### src/ltic_pkg.sv
// Constants shared by the light threshold interrupt configuration block.
// Assumes the 16-bit configuration word layout with status bits in 7:5.
package ltic_pkg;

  localparam int RANGE_LSB = 12;
  localparam int CT_BIT    = 11;
  localparam int M_LSB     = 9;
  localparam int OVF_BIT   = 8;
  localparam int DONE_BIT  = 7;
  localparam int ABOVE_BIT = 6;
  localparam int BELOW_BIT = 5;
  localparam int L_BIT     = 4;
  localparam int LEVEL_BIT = 3;
  localparam int MASK_BIT  = 2;
  localparam int COUNT_LSB = 0;

  localparam int EXP_LSB = 12;

  localparam logic [3:0] RANGE_AUTO = 4'hC;
  localparam logic [3:0] RANGE_RST  = 4'hC;
  localparam logic       CT_RST     = 1'b1;
  localparam logic       LATCH_RST  = 1'b1;
  localparam logic       LEVEL_RST  = 1'b0;
  localparam logic       MASK_RST   = 1'b0;
  localparam logic [1:0] COUNT_RST  = 2'h0;
  localparam logic [3:0] EXP_ZERO   = 4'h0;

  typedef enum logic [1:0] {
    LTIC_SHUTDOWN = 2'b00,
    LTIC_SINGLE   = 2'b01,
    LTIC_CONT_A   = 2'b11,
    LTIC_CONT_B   = 2'b10
  } ltic_mode_t;

  localparam ltic_mode_t MODE_RST = LTIC_SHUTDOWN;

  function automatic logic [3:0] faultTarget(input logic [1:0] sel);
    case (sel)
      2'b00:   faultTarget = 4'h1;
      2'b01:   faultTarget = 4'h2;
      2'b10:   faultTarget = 4'h4;
      default: faultTarget = 4'h8;
    endcase
  endfunction

endpackage

### src/ltic_fault_if.sv
// Link between the configuration logic and one consecutive-fault counter.
// Assumes both ends run on the same core clock.
`timescale 1ns/1ps
interface ltic_fault_if;
  logic       sample;
  logic       hit;
  logic [1:0] countSel;
  logic       trip;
  logic       met;
  modport cnt  (input sample, input hit, input countSel, output trip, output met);
  modport user (output sample, output hit, output countSel, input trip, input met);
endinterface

### src/ltic_fault_cnt.sv
// Consecutive-fault counter for one threshold flag.
// Assumes sample is a one-cycle pulse per finished measurement.
`timescale 1ns/1ps
module ltic_fault_cnt (
  input wire logic core_clk,
  input wire logic sys_rst,
  ltic_fault_if.cnt fi
);
  typedef struct packed {
    logic [3:0] cnt;
    logic       trip;
    logic       met;
  } ltic_fcnt_t;

  ltic_fcnt_t stQ;
  ltic_fcnt_t stD;
  logic [3:0] target;

  assign target  = ltic_pkg::faultTarget(fi.countSel);
  assign fi.trip = stQ.trip;
  assign fi.met  = stQ.met;

  always_comb begin
    stD      = stQ;
    stD.trip = 1'b0;
    if (fi.sample) begin
      if (fi.hit) begin
        stD.cnt  = (stQ.cnt >= target) ? target : 4'(stQ.cnt + 4'h1);
        stD.trip = (stD.cnt >= target);
      end else begin
        stD.cnt = 4'h0;
      end
    end
    stD.met = (stD.cnt >= target);
  end

  always_ff @(posedge core_clk or posedge sys_rst) begin
    if (sys_rst) begin
      stQ <= '0;
    end else begin
      stQ <= stD;
    end
  end
endmodule

### src/ltic_cfg.sv
// Configuration and threshold-interrupt reporting for the light sensor core.
// Assumes the serial front end gives one-cycle read and write strobes on core_clk.
`timescale 1ns/1ps
module ltic_cfg (
  input  wire logic        core_clk,
  input  wire logic        sys_rst,
  input  wire logic        cfgWrStb,
  input  wire logic        cfgRdStb,
  input  wire logic [15:0] cfgWrData,
  output logic      [15:0] cfgRdData,
  input  wire logic        convDone,
  input  wire logic [15:0] convResult,
  input  wire logic        convOverflow,
  input  wire logic [15:0] lowLimit,
  input  wire logic [15:0] highLimit,
  output logic      [15:0] resultOut,
  output logic             convEnable,
  output logic             convContinuous,
  output logic             convTimeLong,
  output logic      [3:0]  range_number,
  output logic             rangeAuto,
  output logic             intPinOut,
  output logic             intPinOe
);
  typedef struct packed {
    logic [3:0]          range_number;
    logic                convTime;
    ltic_pkg::ltic_mode_t mode;
    logic                overflow;
    logic                conversion_done_status;
    logic                above_high_limit_status;
    logic                below_low_limit_status;
    logic                latchSel;
    logic                interrupt_active_level;
    logic                exponent_zeroing;
    logic [1:0]          fault_count_select;
    logic                intActive;
    logic [15:0]         rdData;
    logic [15:0]         result;
  } ltic_cfg_t;

  ltic_cfg_t   stQ;
  ltic_cfg_t   stD;
  logic [15:0] cfgWord;
  logic        hiHit;
  logic        loHit;
  logic        clearReq;

  ltic_fault_if hiIf ();
  ltic_fault_if loIf ();

  ltic_fault_cnt uHiCnt (
    .core_clk (core_clk),
    .sys_rst  (sys_rst),
    .fi       (hiIf)
  );

  ltic_fault_cnt uLoCnt (
    .core_clk (core_clk),
    .sys_rst  (sys_rst),
    .fi       (loIf)
  );

  // Mantissa scaled by its exponent, so words with different exponents compare as lux.
  function automatic logic [26:0] luxOf(input logic [15:0] v);
    luxOf = 27'({15'h0000, v[11:0]} << v[15:12]);
  endfunction

  assign hiHit = luxOf(convResult) > luxOf(highLimit);
  assign loHit = luxOf(convResult) < luxOf(lowLimit);

  assign hiIf.sample   = convDone;
  assign hiIf.hit      = hiHit;
  assign hiIf.countSel = stQ.fault_count_select;
  assign loIf.sample   = convDone;
  assign loIf.hit      = loHit;
  assign loIf.countSel = stQ.fault_count_select;

  assign cfgWord = {stQ.range_number, stQ.convTime, stQ.mode, stQ.overflow,
                    stQ.conversion_done_status, stQ.above_high_limit_status,
                    stQ.below_low_limit_status, stQ.latchSel,
                    stQ.interrupt_active_level, stQ.exponent_zeroing,
                    stQ.fault_count_select};

  // A read of the configuration word is the host's clearing action in latched mode.
  assign clearReq = cfgRdStb;

  always_comb begin
    stD = stQ;
    if (cfgRdStb) begin
      stD.rdData = cfgWord;
    end
    if (convDone) begin
      stD.overflow = convOverflow;
      if (stQ.exponent_zeroing && stQ.range_number < ltic_pkg::RANGE_AUTO) begin
        stD.result = {ltic_pkg::EXP_ZERO, convResult[11:0]};
      end else begin
        stD.result = convResult;
      end
      if (stQ.mode == ltic_pkg::LTIC_SINGLE) begin
        stD.mode = ltic_pkg::LTIC_SHUTDOWN;
      end
    end
    if (cfgWrStb) begin
      stD.range_number           = cfgWrData[ltic_pkg::RANGE_LSB +: 4];
      stD.convTime               = cfgWrData[ltic_pkg::CT_BIT];
      stD.mode                   = ltic_pkg::ltic_mode_t'(cfgWrData[ltic_pkg::M_LSB +: 2]);
      stD.latchSel               = cfgWrData[ltic_pkg::L_BIT];
      stD.interrupt_active_level = cfgWrData[ltic_pkg::LEVEL_BIT];
      stD.exponent_zeroing       = cfgWrData[ltic_pkg::MASK_BIT];
      stD.fault_count_select     = cfgWrData[ltic_pkg::COUNT_LSB +: 2];
    end
    if (cfgRdStb || (cfgWrStb && cfgWrData[ltic_pkg::M_LSB +: 2] != ltic_pkg::LTIC_SHUTDOWN)) begin
      stD.conversion_done_status = 1'b0;
    end
    if (convDone) begin
      stD.conversion_done_status = 1'b1;
    end
    if (stQ.latchSel) begin
      if (clearReq) begin
        stD.above_high_limit_status = 1'b0;
        stD.below_low_limit_status  = 1'b0;
        stD.intActive               = 1'b0;
      end
      if (hiIf.trip) begin
        stD.above_high_limit_status = 1'b1;
        stD.intActive               = 1'b1;
      end
      if (loIf.trip) begin
        stD.below_low_limit_status = 1'b1;
        stD.intActive              = 1'b1;
      end
    end else begin
      stD.above_high_limit_status = hiIf.met;
      stD.below_low_limit_status  = loIf.met;
      if (hiIf.trip) begin
        stD.intActive = 1'b1;
      end else if (loIf.trip) begin
        stD.intActive = 1'b0;
      end
    end
  end

  always_ff @(posedge core_clk or posedge sys_rst) begin
    if (sys_rst) begin
      stQ                        <= '0;
      stQ.range_number           <= ltic_pkg::RANGE_RST;
      stQ.convTime               <= ltic_pkg::CT_RST;
      stQ.mode                   <= ltic_pkg::MODE_RST;
      stQ.latchSel               <= ltic_pkg::LATCH_RST;
      stQ.interrupt_active_level <= ltic_pkg::LEVEL_RST;
      stQ.exponent_zeroing       <= ltic_pkg::MASK_RST;
      stQ.fault_count_select     <= ltic_pkg::COUNT_RST;
    end else begin
      stQ <= stD;
    end
  end

  assign cfgRdData      = stQ.rdData;
  assign resultOut      = stQ.result;
  assign convEnable     = (stQ.mode != ltic_pkg::LTIC_SHUTDOWN);
  assign convContinuous = stQ.mode[1];
  assign convTimeLong   = stQ.convTime;
  assign range_number   = stQ.range_number;
  assign rangeAuto      = (stQ.range_number == ltic_pkg::RANGE_AUTO);
  assign intPinOut      = 1'b0;
  assign intPinOe       = stQ.intActive ^ stQ.interrupt_active_level;
endmodule

### config.mk
export PLATFORM = sky130hd
export DESIGN_NAME = ltic_cfg
export DESIGN_NICKNAME = d
export VERILOG_FILES = /design/src/ltic_pkg.sv /design/src/ltic_fault_if.sv /design/src/ltic_fault_cnt.sv /design/src/ltic_cfg.sv
export SDC_FILE = /design/constraint.sdc
export NUM_CORES = 1
export LEC_CHECK = 0
export ABC_AREA = 0
export BUFFER_PORTS_ARGS = -buffer_cell sky130_fd_sc_hd__buf_2
export CORE_MARGIN = 5
export CORE_UTILIZATION = 45
export CTS_BUF_LIST = sky130_fd_sc_hd__clkbuf_8
export DETAILED_ROUTE_END_ITERATION = 10
export GPL_TIMING_DRIVEN = 1
export PLACE_DENSITY = 0.67
export SETUP_SLACK_MARGIN = 0.2
export SLEW_MARGIN = 20
export SYNTH_ARGS = -nofsm -noshare
export SYNTH_HDL_FRONTEND = slang
export SYNTH_SLANG_ARGS = --single-unit
### constraint.sdc
create_clock -name core_clk -period 4.15 [get_ports core_clk]
set_input_delay 0.415 -clock core_clk [delete_from_list [all_inputs] [get_ports core_clk]]
set_output_delay 0.415 -clock core_clk [all_outputs]
set_load 0.005 [all_outputs]
# --- After elaboration in Yosys (flattened, before gate mapping) ---
# Cells that the tools add are included.
word_totals:
  word_cells: 79
  output_inout_bits: 42
  in_bits: 70
  mem_bits_ro: 0
  ram_bits: 0
  reg_bits: 61
  memories: 0
  latch_bits: 0
classes:
  mux: 25
  eq_ne: 6
  n_lt_le_gt_ge: 9
  n_mul: 0
  shifts: 3
  n_div: 0
  reduce_logical: 13
  bitwise_logic: 1
  addsub: 2
ops:
  columns: ["cell", "count"]
  rows:
  - ["<< shifter 12 x 4 -> 27 bit", 3]
  - ["> comparator 27 bit", 1]
  - ["less-than comparator 27 bit", 1]
  - [">= comparator 4 bit", 6]
  - ["two-way mux 16 bit", 1]
  - ["two-way mux 4 bit", 4]
  - ["two-way mux 1 bit", 12]
  - ["one-hot mux 4 bit (3 select lines)", 1]
  - ["two-way mux 5 bit", 2]
  - ["nonzero test 2 bit", 5]
  - ["adder 4 x 1 -> 4 bit (second input constant)", 2]
  - ["two-way mux 2 bit", 4]
  - ["!= test 3 x 2 -> 1 bit (second input constant)", 2]
  - ["nonzero test 3 bit", 2]
  - ["equality test 2 x 1 -> 1 bit (second input constant)", 2]
  - ["equality test 4 bit (second input constant)", 1]
  - ["less-than comparator 4 bit (second input constant)", 1]
  - ["AND reduction 2 bit", 2]
  - ["two-way mux 3 bit", 1]
  - ["equality test 2 bit (second input constant)", 1]
  - ["logical AND 1 bit", 2]
  - ["zero test 2 bit", 1]
  - ["logical OR 1 bit", 1]
  - ["XOR 1 bit", 1]

# --- Depth between registers and ports, before layout ---
# Gate-level depths: netlist of run 1.
depth:
  ltp_word: 8
  depth_mapped: 22
  ltp_nobuf: 21

# --- Modules after synthesis ---
# From an unflattened synthesis of run 1, not the netlist that was laid out.
unflattened:
  cells_unflattened: 724
  area_unflattened_um2: 6468.7
by_module_without_submodules:
  columns: ["mod", "cells_each", "seq_area_each_um2", "instances", "area_each_um2"]
  rows:
  - ["ltic_cfg", 593, 1231.2, 1, 5182.5]
  - ["ltic_fault_cnt at uHiCnt", 66, 150.1, 1, 651.9]
  - ["ltic_fault_cnt at uLoCnt", 65, 150.1, 1, 634.4]

# --- Worst setup path after synthesis of run 1 ---
# No wires, ideal clock.
synth_timing:
  path_type: "input -> register"
  start: "in highLimit[13]"
  end: "reg uHiCnt.stQ (netlist bit uHiCnt.fi.met)"
  stages: 20
  setup_ns: 0.122
  required_time_ns: 4.028
  n_path_buf: 2
  setup_slack_ns: -0.246
  t_arrival_ns: 4.275
  cell_sequence: "clkbuf_1 -> clkbuf_1 -> nand2_1 -> o21ai_0 -> mux2i_1 -> or2_2 -> ha_1 -> a21o_1 -> a21o_1 -> a221o_1 -> a221o_1 -> a41o_1 -> o21ai_1 -> a2bb2oi_1 -> ha_1 -> nand2b_1 -> a21oi_1 -> nor2b_1 -> o21ai_0 -> nand2b_1"
synth_rtl:
  columns: ["element", "line_no", "rtl"]
  rows:
  - ["from (decl)", "ltic_cfg.sv:15", "input wire logic [15:0] highLimit,"]
  - ["to (signal assigned)", "ltic_fault_cnt.sv:41", "stQ <= stD;"]
  - ["to (decl)", "ltic_fault_cnt.sv:15", "ltic_fcnt_t stQ;"]

==> results.json, run 1 <==
{
  "status": "finished, final reports clean",
  "pin_count": 112,
  "synth_area_leader_cell": "dfrtp_1",
  "cts_tree": "done",
  "synth_warnings": 0,
  "clock_power_share_pct": 22.3,
  "synth_most_common_cell": "ha_1",
  "synth_ff_type": "dfrtp_1",
  "syn_inst": 703,
  "path_cells": "buf_2, buf_8, clkinvlp_4, buf_4, mux2i_2, buf_4, a21oi_2, nor2_1, ha_1, a21o_1, a21o_1, a221o_1, a221o_1, a41o_1, o21ai_2, a2bb2oi_2, ha_1, nand2b_1, a21oi_2, nor2b_1, o21ai_1, nand2b_1",
  "ant_nets": 0,
  "reg2reg_slack_ns": 0.66,
  "setup_viol": 0,
  "synthTopCellsByArea": "dfrtp_1, ha_1, mux2i_1, mux2_2, buf_4",
  "synth-seq-area-share_pct": 24.61,
  "cts_buffers": 9,
  "combPwrFrac_pct": 47.4,
  "ys_ff_latch": 61,
  "start_util_pct": 45.36,
  "p_per_area_nw_per_um2": 351.4,
  "cp_data_required_time_ns": 4.37,
  "die_area_um2": 16280,
  "rsz0062_at_grt": "no",
  "vias": 5665,
  "clockBufferDepth": 2,
  "avgSynthCellArea_um2": 8.853,
  "max_slew.worst_pin.slew_ns": 0.7347,
  "regToRegStartpoint": "hiIf.countSel[0]$_DFFE_PP0P_",
  "fin_skew_ns": 0.006655,
  "gr-usage-all-layers_pct": 20.09,
  "worstSetupPathType": "primary input to flop",
  "setup_tns_ns": 0,
  "n_antenna_cell": 0,
  "intPower_uw": 1672,
  "synth_cell_type_count": 54,
  "yosysTopAreaCellShare_pct": 22.92,
  "seqPwrFrac_pct": 30.3,
  "grt_pass1_vias": 5647,
  "drtPass1Iterations": 6,
  "rr_worst_depth": 15,
  "rows": 43,
  "drc": 0,
  "drive_gt1_share_pct": 36.39,
  "fin_crit_ns": 3.910,
  "sw_frac_of_total_pct": 36.38,
  "p_leak_uw": 0.003589,
  "timing.hold.ws_ns": 0.2076,
  "slew_viol_final": 0,
  "grt_pass1_wl_mm": 27.14,
  "dpl.hpwl_mm": 13.50,
  "cp_slowest_cell": "a221o_1",
  "grt_overflow": 0,
  "die_h_um": 127.6,
  "cts_root_buffer": "clkbuf_8",
  "cts_sinks": 61,
  "areaGrowthSynthToFinish_pct": 20.18,
  "slowest_delay_ns": 0.30,
  "clkLatencyLatePin_ns": 0.34,
  "critPathMaxFanout": 7,
  "peakVddDrop_mv": 0.1916,
  "startpoint_type": "primary input",
  "wirelength_mm": 16.83,
  "syn_nets": 849,
  "hp-class": "primary input to asynchronous set/reset pin",
  "clk_pin_slew_worst_paths_ns": 0.07,
  "drtIter0Drc": 337,
  "core_um2": 13720,
  "relSlewSlack_pct": 50.95,
  "final_net_count": 960,
  "synth_edf_count": 0,
  "postSynth.asyncResetShare_pct": 100.0,
  "yosys-top-cells-count": "ha_1, mux2i_1, nand2_1",
  "post-route-period-util_pct": 94.22,
  "hold_viol": 0,
  "routedWlPerCell_um": 16.84,
  "net-switching-power_uw": 956.1,
  "r2r_end": "uHiCnt.fi.met$_DFF_PP0_",
  "arrival_ns": 4.13,
  "antenna_found_initial": 0,
  "syn_area_um2": 6223,
  "gp_congestion": 1.011,
  "fmax_mhz": 255.7,
  "grt_max_degree": 37,
  "die_w_um": 127.6,
  "cap_violations": 0,
  "io_buffers": 106,
  "cts.htree.levels": 3,
  "end_kind": "flop",
  "via_per_inst": 5.671
}
## how the worst max path moves through the flow
stage | depth (start not counted) | slack, ns | endpoint | start
final | 22 | 0.24 | uHiCnt.fi.met$_DFF_PP0_ | convResult[12]
after global placement | 19 | -0.06 | uHiCnt.fi.met$_DFF_PP0_ | convResult[13]
after CTS | 21 | 0.21 | uHiCnt.fi.met$_DFF_PP0_ | convResult[12]
after global routing | 22 | 0.12 | uHiCnt.fi.met$_DFF_PP0_ | convResult[13]
after detailed placement | 19 | -0.21 | uHiCnt.fi.met$_DFF_PP0_ | convResult[13]
after floorplan | 20 | 0.19 | uHiCnt.fi.met$_DFF_PP0_ | highLimit[13]
## sequential cells by signal, indices dropped and copies added, names as in the netlist
register,flops
hiIf.countSel,2
range_number,4
uLoCnt.fi.trip,1
uLoCnt.stQ,4
resultOut,16
uHiCnt.stQ,4
convTimeLong,1
cfgRdData,16
uHiCnt.fi.met,1
stQ,1
uLoCnt.fi.met,1
cfgWord,8
convContinuous,1
uHiCnt.fi.trip,1
## cells in the final DEF, fill, tap and decap left out, types with 11 or more instances in the layout
cell type | Yosys | routed
o21ai_0 | 38 | 25
nand2b_1 | 11 | 11
mux2_2 | 55 | 55
ha_1 | 76 | 75
nand3_1 | 15 | 15
buf_2 | 2 | 104
inv_1 | 20 | 19
dfrtp_1 | 57 | 57
a21oi_1 | 50 | 40
a21o_1 | 13 | 13
nand2_1 | 62 | 61
mux2i_1 | 63 | 50
buf_4 | 37 | 60
nor2_1 | 61 | 60
## cell families (layout without fill, tap and decap cells)
group,count (synthesis),after routing,synth area share (%)
AO/OA/AOI/OAI,146,146,14.62
XOR/XNOR,6,6,0.8444
adder cells (fa/ha/maj),76,76,15.28
buffers and inverters,89,205,7.760
flip-flops,61,61,24.61
multiplexers,123,123,21.83
other,1,1,0.06026
AND/OR/NAND/NOR,201,201,15.00
## power by group through the flow
stage	clock network (uW)	logic (uW)	registers [uW]
floorplan	0	868	778
global placement	0	1110	798
detailed placement	0	1170	804
CTS	601	1180	795
global route	626	1400	813
finish	586	1250	796
## per-layer routing
layer / track usage [%] / part of all wire, %
met4: 6.929 / 2.3
met2: 34.38 / 48
met3: 2.968 / 6.4
met1: 25.93 / 43
met5: 0 / 0
## metrics by stage
| stage | utilization (%) | total power (uW) | cells | area [um2] | setup slack (ns) |
|---|---|---|---|---|---|
| 6_report | 54.52 | 2628 | 999 | 7480 | 0.2399 |
| 5_1_grt | 54.52 | 2841 | 999 | 7480 | 0.1214 |
| 4_1_cts | 52.68 | 2575 | 989 | 7227 | 0.2137 |
| 3_5_place_dp | 51.04 | 1970 | 973 | 7002 | -0.2089 |
| 3_3_place_gp | 51.04 | 1907 | 973 | 7002 | -0.06197 |
| 2_1_floorplan | - | 1646 | 703 | 6261 | 0.1927 |
## what timing repair did
item                                    CTS  global route
endpoints found under the setup margin    2             2
buffers inserted                          0            10
gates resized for setup                   3            53
hold buffers                              0             0
pin swaps                                 0             8
## area by class of cell
class | count | area [um2]
Fill cell | 1241 | 6240
Tap cell | 180 | 225.2
Clock inverter | 6 | 87.58
Clock buffer | 10 | 137.6
Inverter | 20 | 78.83
Sequential cell | 61 | 1531
Timing Repair Buffer | 169 | 1041
Multi-Input combinational cell | 553 | 4378
## critical path, delay by kind of cell
| family | cells | cell delay [ns] |
|---|---|---|
| adders and majority gates | 2 | 0.45 |
| and+or+nand+nor | 4 | 0.41 |
| buffers and inverters | 5 | 0.70 |
| AOI/OAI and AO/OA | 10 | 2.00 |
| muxes | 1 | 0.16 |
No activity file was read; power rests on OpenSTA's default activity.
==> inputs of run 2 (changes only) <==
--- a/config.mk
+++ b/config.mk
@@ -7,14 +7,16 @@
 export LEC_CHECK = 0
 export ABC_AREA = 0
 export BUFFER_PORTS_ARGS = -buffer_cell sky130_fd_sc_hd__buf_2
+export CAP_MARGIN = 20
 export CORE_MARGIN = 5
 export CORE_UTILIZATION = 45
 export CTS_BUF_LIST = sky130_fd_sc_hd__clkbuf_8
 export DETAILED_ROUTE_END_ITERATION = 10
 export GPL_TIMING_DRIVEN = 1
-export PLACE_DENSITY = 0.67
+export PLACE_DENSITY = 0.66
 export SETUP_SLACK_MARGIN = 0.2
-export SLEW_MARGIN = 20
+export SLEW_MARGIN = 5
 export SYNTH_ARGS = -nofsm -noshare
 export SYNTH_HDL_FRONTEND = slang
+export SYNTH_HIERARCHICAL = 1
 export SYNTH_SLANG_ARGS = --single-unit
==> run 2 against run 1 <==
The run now ends with negative setup slack left. Clock skew increased by 0.0033 ns. Highest routed layer unchanged. Largest cell class unchanged. Total power rose by 12%. Sequential share of layout area fell by 2.8 points. Global-route usage rose by 1.5 points. Final cell count grew 9.1%. Critical path depth fell by 2. Non-clock buffer count rose by 72. Synthesized area grew 3.9%. Via count rose by 6.7%.
==> results.json, run 2 <==
{
  "synth-seq-area-share_pct": 23.68,
  "post-route-period-util_pct": 101.0,
  "end_kind": "flop",
  "violations": "negative setup slack",
  "synth_warnings": 6,
  "syn_nets": 870,
  "synth_area_leader_cell": "dfrtp_1",
  "drive_gt1_share_pct": 47.25,
  "die_w_um": 129.9,
  "fin_crit_ns": 4.191,
  "gr-usage-all-layers_pct": 21.58,
  "crit_top_cell": "a21o_1",
  "yosysTopAreaCellShare_pct": 22.05,
  "areaGrowthSynthToFinish_pct": 34.02,
  "synthTopCellsByArea": "dfrtp_1, ha_1, mux2_2, mux2i_1, buf_4",
  "grt_max_degree": 50,
  "gp_congestion": 0.9596,
  "clk_pin_slew_worst_paths_ns": 0.07,
  "final_area_um2": 8670,
  "synth_edf_count": 0,
  "setup_tns_ns": -0.04062,
  "yosys-top-cells-count": "ha_1, nand2_1, nor2_1",
  "cts_root_buffer": "clkbuf_8",
  "rows": 43,
  "synth_most_common_cell": "ha_1",
  "n_antenna_cell": 0,
  "slew_viol_final": 0,
  "synth_cell_type_count": 63,
  "rsz0062_at_grt": "yes",
  "synth_ff_type": "dfrtp_1",
  "cp_slowest_cell": "mux4_2",
  "worstSetupPathType": "primary input to flop",
  "cp_data_required_time_ns": 4.37,
  "finalCoreUtilization_pct": 61.98,
  "grt_overflow": 0,
  "avgSynthCellArea_um2": 8.935,
  "arrival_ns": 4.41,
  "dpl.hpwl_mm": 14.82,
  "cts_sinks": 61,
  "antenna_found_initial": 0,
  "routedWlPerCell_um": 17.13,
  "cp_num_buf_inv": 1,
  "syn_area_um2": 6469,
  "final_cells": 1090,
  "ys_ff_latch": 61,
  "cts_buffers": 9,
  "postSynth.asyncResetShare_pct": 100.0,
  "path_cells": "buf_12, mux4_2, nor2b_4, or3_4, o21ai_4, ha_4, o21ai_2, o21ai_1, a221o_1, a2111oi_4, o2111ai_2, o21ai_2, nand2_2, o311ai_4, o311ai_1, ha_1, nand2b_4, a21o_1, a21o_1, a21o_1",
  "drtIter0Drc": 370,
  "worst_path_dominant_cell_family": "compound AO/OA/AOI/OAI gates",
  "io_buffers": 106,
  "relSlewSlack_pct": 50.12,
  "vias": 6044,
  "layout_commonest_cell": "buf_4",
  "grt_pass1_wl_mm": 29.96,
  "fmax_mhz": 238.6,
  "clockBufferDepth": 2,
  "core_um2": 13990,
  "start_util_pct": 46.24,
  "startpoint_type": "primary input",
  "die_area_um2": 16870,
  "wirelength_mm": 18.67,
  "clkLatencyLatePin_ns": 0.33,
  "via_per_inst": 5.545,
  "syn_inst": 724,
  "fin_ws_ns": -0.04062,
  "p_leak_uw": 0.004003,
  "cap_violations": 0,
  "setup_viol": 1,
  "hp-class": "primary input to asynchronous set/reset pin",
  "slowest_delay_ns": 0.52,
  "hold_viol": 0,
  "final_net_count": 1052,
  "ant_nets": 0,
  "mostFrequentLayoutCells": "buf_4, buf_2, ha_1",
  "cts_tree": "done",
  "peakVddDrop_mv": 0.2972,
  "pin_count": 112,
  "critPathMaxFanout": 7,
  "timing.hold.ws_ns": 0.02490,
  "cts.htree.levels": 3,
  "placedCellCount": 1057,
  "postCtsHoldBufs": 0,
  "drtPass1Iterations": 5,
  "max_slew.worst_pin.slew_ns": 0.7482,
  "dpl_cell_area_um2": 7742,
  "grt_pass1_vias": 6254,
  "status": "complete, but fails checks",
  "fill_cells": 1188,
  "p_per_area_nw_per_um2": 339.5,
  "drc": 0,
  "die_h_um": 129.9,
  "fin_skew_ns": 0.009949
}
run 2: changes by cell type in the layout (fill, tap and decap cells not counted), moves of 6 or more:
cell       change
nand2_2        +6
mux2i_1       -17
a21oi_1       -14
nand2_1        -8
mux2i_2        +8
buf_4         +69
o2bb2ai_1      -6
run 2: repair_timing:
item                                    4_1_cts  5_1_grt
resized for setup                            82       45
pin swaps                                    31       16
setup buffers                                11        5
endpoints found under the setup margin        3        3
gates cloned                                  1        0
run 2: worst register-to-register path, cell delays in order, from the launching register on:
cell and delay, ns:
dfrtp_1 0.48, nor2_1 0.48, ha_1 0.33, nand2b_4 0.14, a2111oi_4 0.65, or2_1 0.36
o21ai_0 0.15, ha_1 0.28, nand2b_1 0.14, a21o_1 0.19, a211oi_1 0.24, nor3_1 0.10
run 2: final cells by class:
| type | count | area (um2) | share of cell area [%] |
|---|---|---|---|
| repair buffers | 241 | 1664 | 19.19 |
| multi-input cells | 573 | 4989 | 57.54 |
| clock buffers | 12 | 165.2 | 1.905 |
| inverters | 20 | 75.07 | 0.8659 |
| clock inverters | 3 | 20.02 | 0.2309 |
| well taps | 180 | 225.2 | 2.598 |
| flip-flops and latches | 61 | 1531 | 17.66 |
run 2: through the flow:
| stage | total power, uW | setup WS, ns |
|---|---|---|
| after floorplan | 1852 | -0.1152 |
| after global placement | 2183 | -0.5083 |
| after detailed placement | 2261 | -0.8181 |
| after CTS | 2852 | -0.01203 |
| after global routing | 3162 | -0.2450 |
| final | 2944 | -0.04062 |
run 2: routing by layer:
metal  vias up  GRT usage [%]  part of all wire [%]
met1      2898          28.02                    44
met3        39          3.479                   5.3
met2       138          37.73                    49
met5         -              0                     0
li1       2969              -                     -
met4         0          5.073                   1.9
run 2: report_power, final:
part | leakage, uW | internal, uW | switching (uW)
combinational | 0.00318 | 817 | 830
clock | 0.0000905 | 261 | 224
sequential | 0.000731 | 712 | 99.1
total | 0.00400 | 1790 | 1150
run 2: logic make-up (layout without fill, tap and decap cells):
family,after synthesis,in the layout,share of synthesized area (%)
and+or+nand+nor,218,218,16.40
xor gates and xnor gates,7,7,0.9478
AOI/OAI and AO/OA,155,155,16.25
other,1,1,0.05797
buffers and inverters,90,276,7.814
DFF,61,61,23.68
adders and majority gates,76,76,14.70
muxes,116,116,20.15
run 2: worst paths after layout:
| check | slack, ns | start | cells past startpoint | to |
|---|---|---|---|---|
| worst min register to register | 0.49 | resultOut[14]$_DFFE_PP0P_ | 1 | resultOut[14]$_DFFE_PP0P_ |
| worst max register to register | 0.49 | hiIf.countSel[0]$_DFFE_PP0P_ | 11 | uHiCnt/fi.trip$_DFF_PP0_ |
| max in group asynchronous | 3.58 | sys_rst | 3 | convTimeLong$_DFFE_PP1P_ |
| worst max-delay path | -0.04 | lowLimit[12] | 20 | uLoCnt/fi.met$_DFF_PP0_ |
| worst min-delay path | 0.02 | sys_rst | 2 | cfgWord[7]$_DFFE_PP0P_ |
| min in group core_clk | 0.31 | cfgWrData[13] | 2 | range_number[1]$_DFFE_PP0P_ |
==> inputs of run 3 (changes only) <==
--- a/config.mk
+++ b/config.mk
@@ -8,12 +8,16 @@
 export ABC_AREA = 0
 export BUFFER_PORTS_ARGS = -buffer_cell sky130_fd_sc_hd__buf_2
 export CAP_MARGIN = 20
+export CELL_PAD_IN_SITES_DETAIL_PLACEMENT = 1
+export CELL_PAD_IN_SITES_GLOBAL_PLACEMENT = 2
 export CORE_MARGIN = 5
-export CORE_UTILIZATION = 45
+export CORE_UTILIZATION = 36
 export CTS_BUF_LIST = sky130_fd_sc_hd__clkbuf_8
+export CTS_CLUSTER_DIAMETER = 30
+export CTS_CLUSTER_SIZE = 24
 export DETAILED_ROUTE_END_ITERATION = 10
 export GPL_TIMING_DRIVEN = 1
-export PLACE_DENSITY = 0.66
+export PLACE_DENSITY_LB_ADDON = 0.1
 export SETUP_SLACK_MARGIN = 0.2
 export SLEW_MARGIN = 5
 export SYNTH_ARGS = -nofsm -noshare
==> run 3 against run 2 <==
The run still ends with negative setup slack left. Clock power increased by 25%. Highest routed layer unchanged. Clock skew decreased by 0.0048 ns. Die area increased by 23%. Worst hold slack got worse by 0.016 ns. Utilization decreased by 12 points.
==> results.json, run 3 (synthesis results as in run 2) <==
{
  "status": "complete, but fails checks",
  "violations": "negative setup slack",
  "drive_gt1_share_pct": 49.52,
  "end_kind": "flop",
  "slew_viol_final": 0,
  "clkLatencyLatePin_ns": 0.34,
  "arrival_ns": 4.54,
  "layout_commonest_cell": "buf_4",
  "clk_pin_slew_worst_paths_ns": 0.07,
  "rows": 49,
  "fin_ws_ns": -0.1554,
  "drtPass1Iterations": 4,
  "grt_max_degree": 50,
  "p_per_area_nw_per_um2": 353.0,
  "die_w_um": 144.0,
  "grt_overflow": 0,
  "drc": 0,
  "grt_pass1_wl_mm": 33.86,
  "start_util_pct": 36.26,
  "max_slew.worst_pin.slew_ns": 0.7888,
  "routedWlPerCell_um": 18.05,
  "cp_data_required_time_ns": 4.38,
  "fmax_mhz": 232.3,
  "net-switching-power_uw": 1230,
  "die_h_um": 144.0,
  "cts_tree": "done",
  "final_cells": 1172,
  "mostFrequentLayoutCells": "buf_4, buf_2, ha_1",
  "n_antenna_cell": 0,
  "peakVddDrop_mv": 0.2285,
  "via_per_inst": 5.251,
  "postCtsHoldBufs": 0,
  "regToRegStartpoint": "hiIf.countSel[0]$_DFFE_PP0P_",
  "intPower_uw": 1930,
  "total_power_uw": 3160,
  "timing.hold.ws_ns": 0.008634,
  "rr_worst_depth": 11,
  "antenna_found_initial": 0,
  "clockBufferDepth": 2,
  "hp-class": "primary input to asynchronous set/reset pin",
  "pin_count": 112,
  "core_um2": 17840,
  "gp_congestion": 0.9124,
  "cap_violations": 0,
  "sw_frac_of_total_pct": 38.92,
  "critPathMaxFanout": 3,
  "vias": 6154,
  "final_net_count": 1084,
  "placedCellCount": 1131,
  "io_buffers": 106,
  "dpl.hpwl_mm": 17.22,
  "die_area_um2": 20750,
  "seqPwrFrac_pct": 25.9,
  "areaGrowthSynthToFinish_pct": 38.39,
  "post-route-period-util_pct": 103.7,
  "combPwrFrac_pct": 54.9,
  "startpoint_type": "primary input",
  "fin_skew_ns": 0.005140,
  "clock_power_share_pct": 19.1,
  "worstSetupPathType": "primary input to flop",
  "ant_nets": 0,
  "wirelength_mm": 21.15,
  "reg2reg_slack_ns": 0.33,
  "cts_root_buffer": "clkbuf_8",
  "fin_crit_ns": 4.305,
  "rsz0062_at_grt": "yes",
  "cts.htree.levels": 3,
  "cts_sinks": 61,
  "relSlewSlack_pct": 47.41,
  "grt_pass1_vias": 6628,
  "setup_tns_ns": -0.1554,
  "drtIter0Drc": 160,
  "gr-usage-all-layers_pct": 20.16,
  "hold_viol": 0,
  "r2r_end": "uLoCnt/fi.trip$_DFF_PP0_",
  "cts_buffers": 9,
  "p_leak_uw": 0.004175,
  "setup_viol": 1
}
## run 3: layout make-up
class / instances / area (um2)
timing repair buffer: 273 / 1893
tap: 229 / 286.5
inverter: 20 / 75.07
multi-input combinational: 573 / 4941
sequential: 61 / 1531
fill: 2078 / 8889
clock buffer: 10 / 137.6
clock inverter: 6 / 87.58
## run 3: repair_timing
action                                  in CTS  in global routing
endpoints found under the setup margin       4                  2
endpoints found under the hold margin        0                  0
gates resized for setup                     72                 62
pin swaps                                   33                 19
setup buffers                               18                  6
cloned                                       0                  0
## run 3: power groups by stage
stage / clock network, uW / logic (uW) / registers [uW]
finish: 604 / 1740 / 820
global route: 647 / 1930 / 835
CTS: 618 / 1650 / 815
detailed placement: 0 / 1530 / 824
global placement: 0 / 1460 / 815
floorplan: 0 / 1060 / 788
## run 3: per-stage QoR
step	area, um2	setup slack [ns]	util [%]
after floorplan	6563	-0.1152	-
after global placement	7991	-0.6871	44.79
after detailed placement	7991	-0.8694	44.79
after CTS	8617	-0.1750	48.30
after global routing	8952	-0.4431	50.18
final	8952	-0.1554	50.18
## run 3: worst max-delay path, cell delays in order
cell	delay [ns]
buf_4	0.11
mux4_2	0.54
nand2_2	0.10
o21ai_1	0.09
nand2_1	0.09
o21ai_2	0.09
ha_1	0.35
a211oi_1	0.25
o21ai_1	0.11
a221o_1	0.35
a2111oi_2	0.21
o2111ai_1	0.17
o21ai_2	0.21
buf_4	0.14
nand2_1	0.12
nand2_2	0.15
o311ai_2	0.12
ha_1	0.31
nand2b_1	0.14
a21o_1	0.15
a21o_1	0.15
a21o_1	0.18
## run 3: worst max path at each step
stage,from,endpoint,depth (start not counted)
2_1_floorplan,lowLimit[12],uLoCnt/fi.met$_DFF_PP0_,20
3_3_place_gp,convResult[12],uHiCnt/fi.met$_DFF_PP0_,24
3_5_place_dp,convResult[12],uHiCnt/fi.met$_DFF_PP0_,26
4_1_cts,convResult[3],uLoCnt/fi.met$_DFF_PP0_,21
5_1_grt,lowLimit[12],uLoCnt/fi.met$_DFF_PP0_,22
6_report,convResult[13],uLoCnt/fi.met$_DFF_PP0_,22
## run 3: per-layer routing
layer	GRT usage, %	part of all wire, %	routed length [um]
met1	27.25	46	9760
met2	34.96	50	10540
met3	2.712	3.0	643
met4	3.320	0.99	210
met5	0	0	0
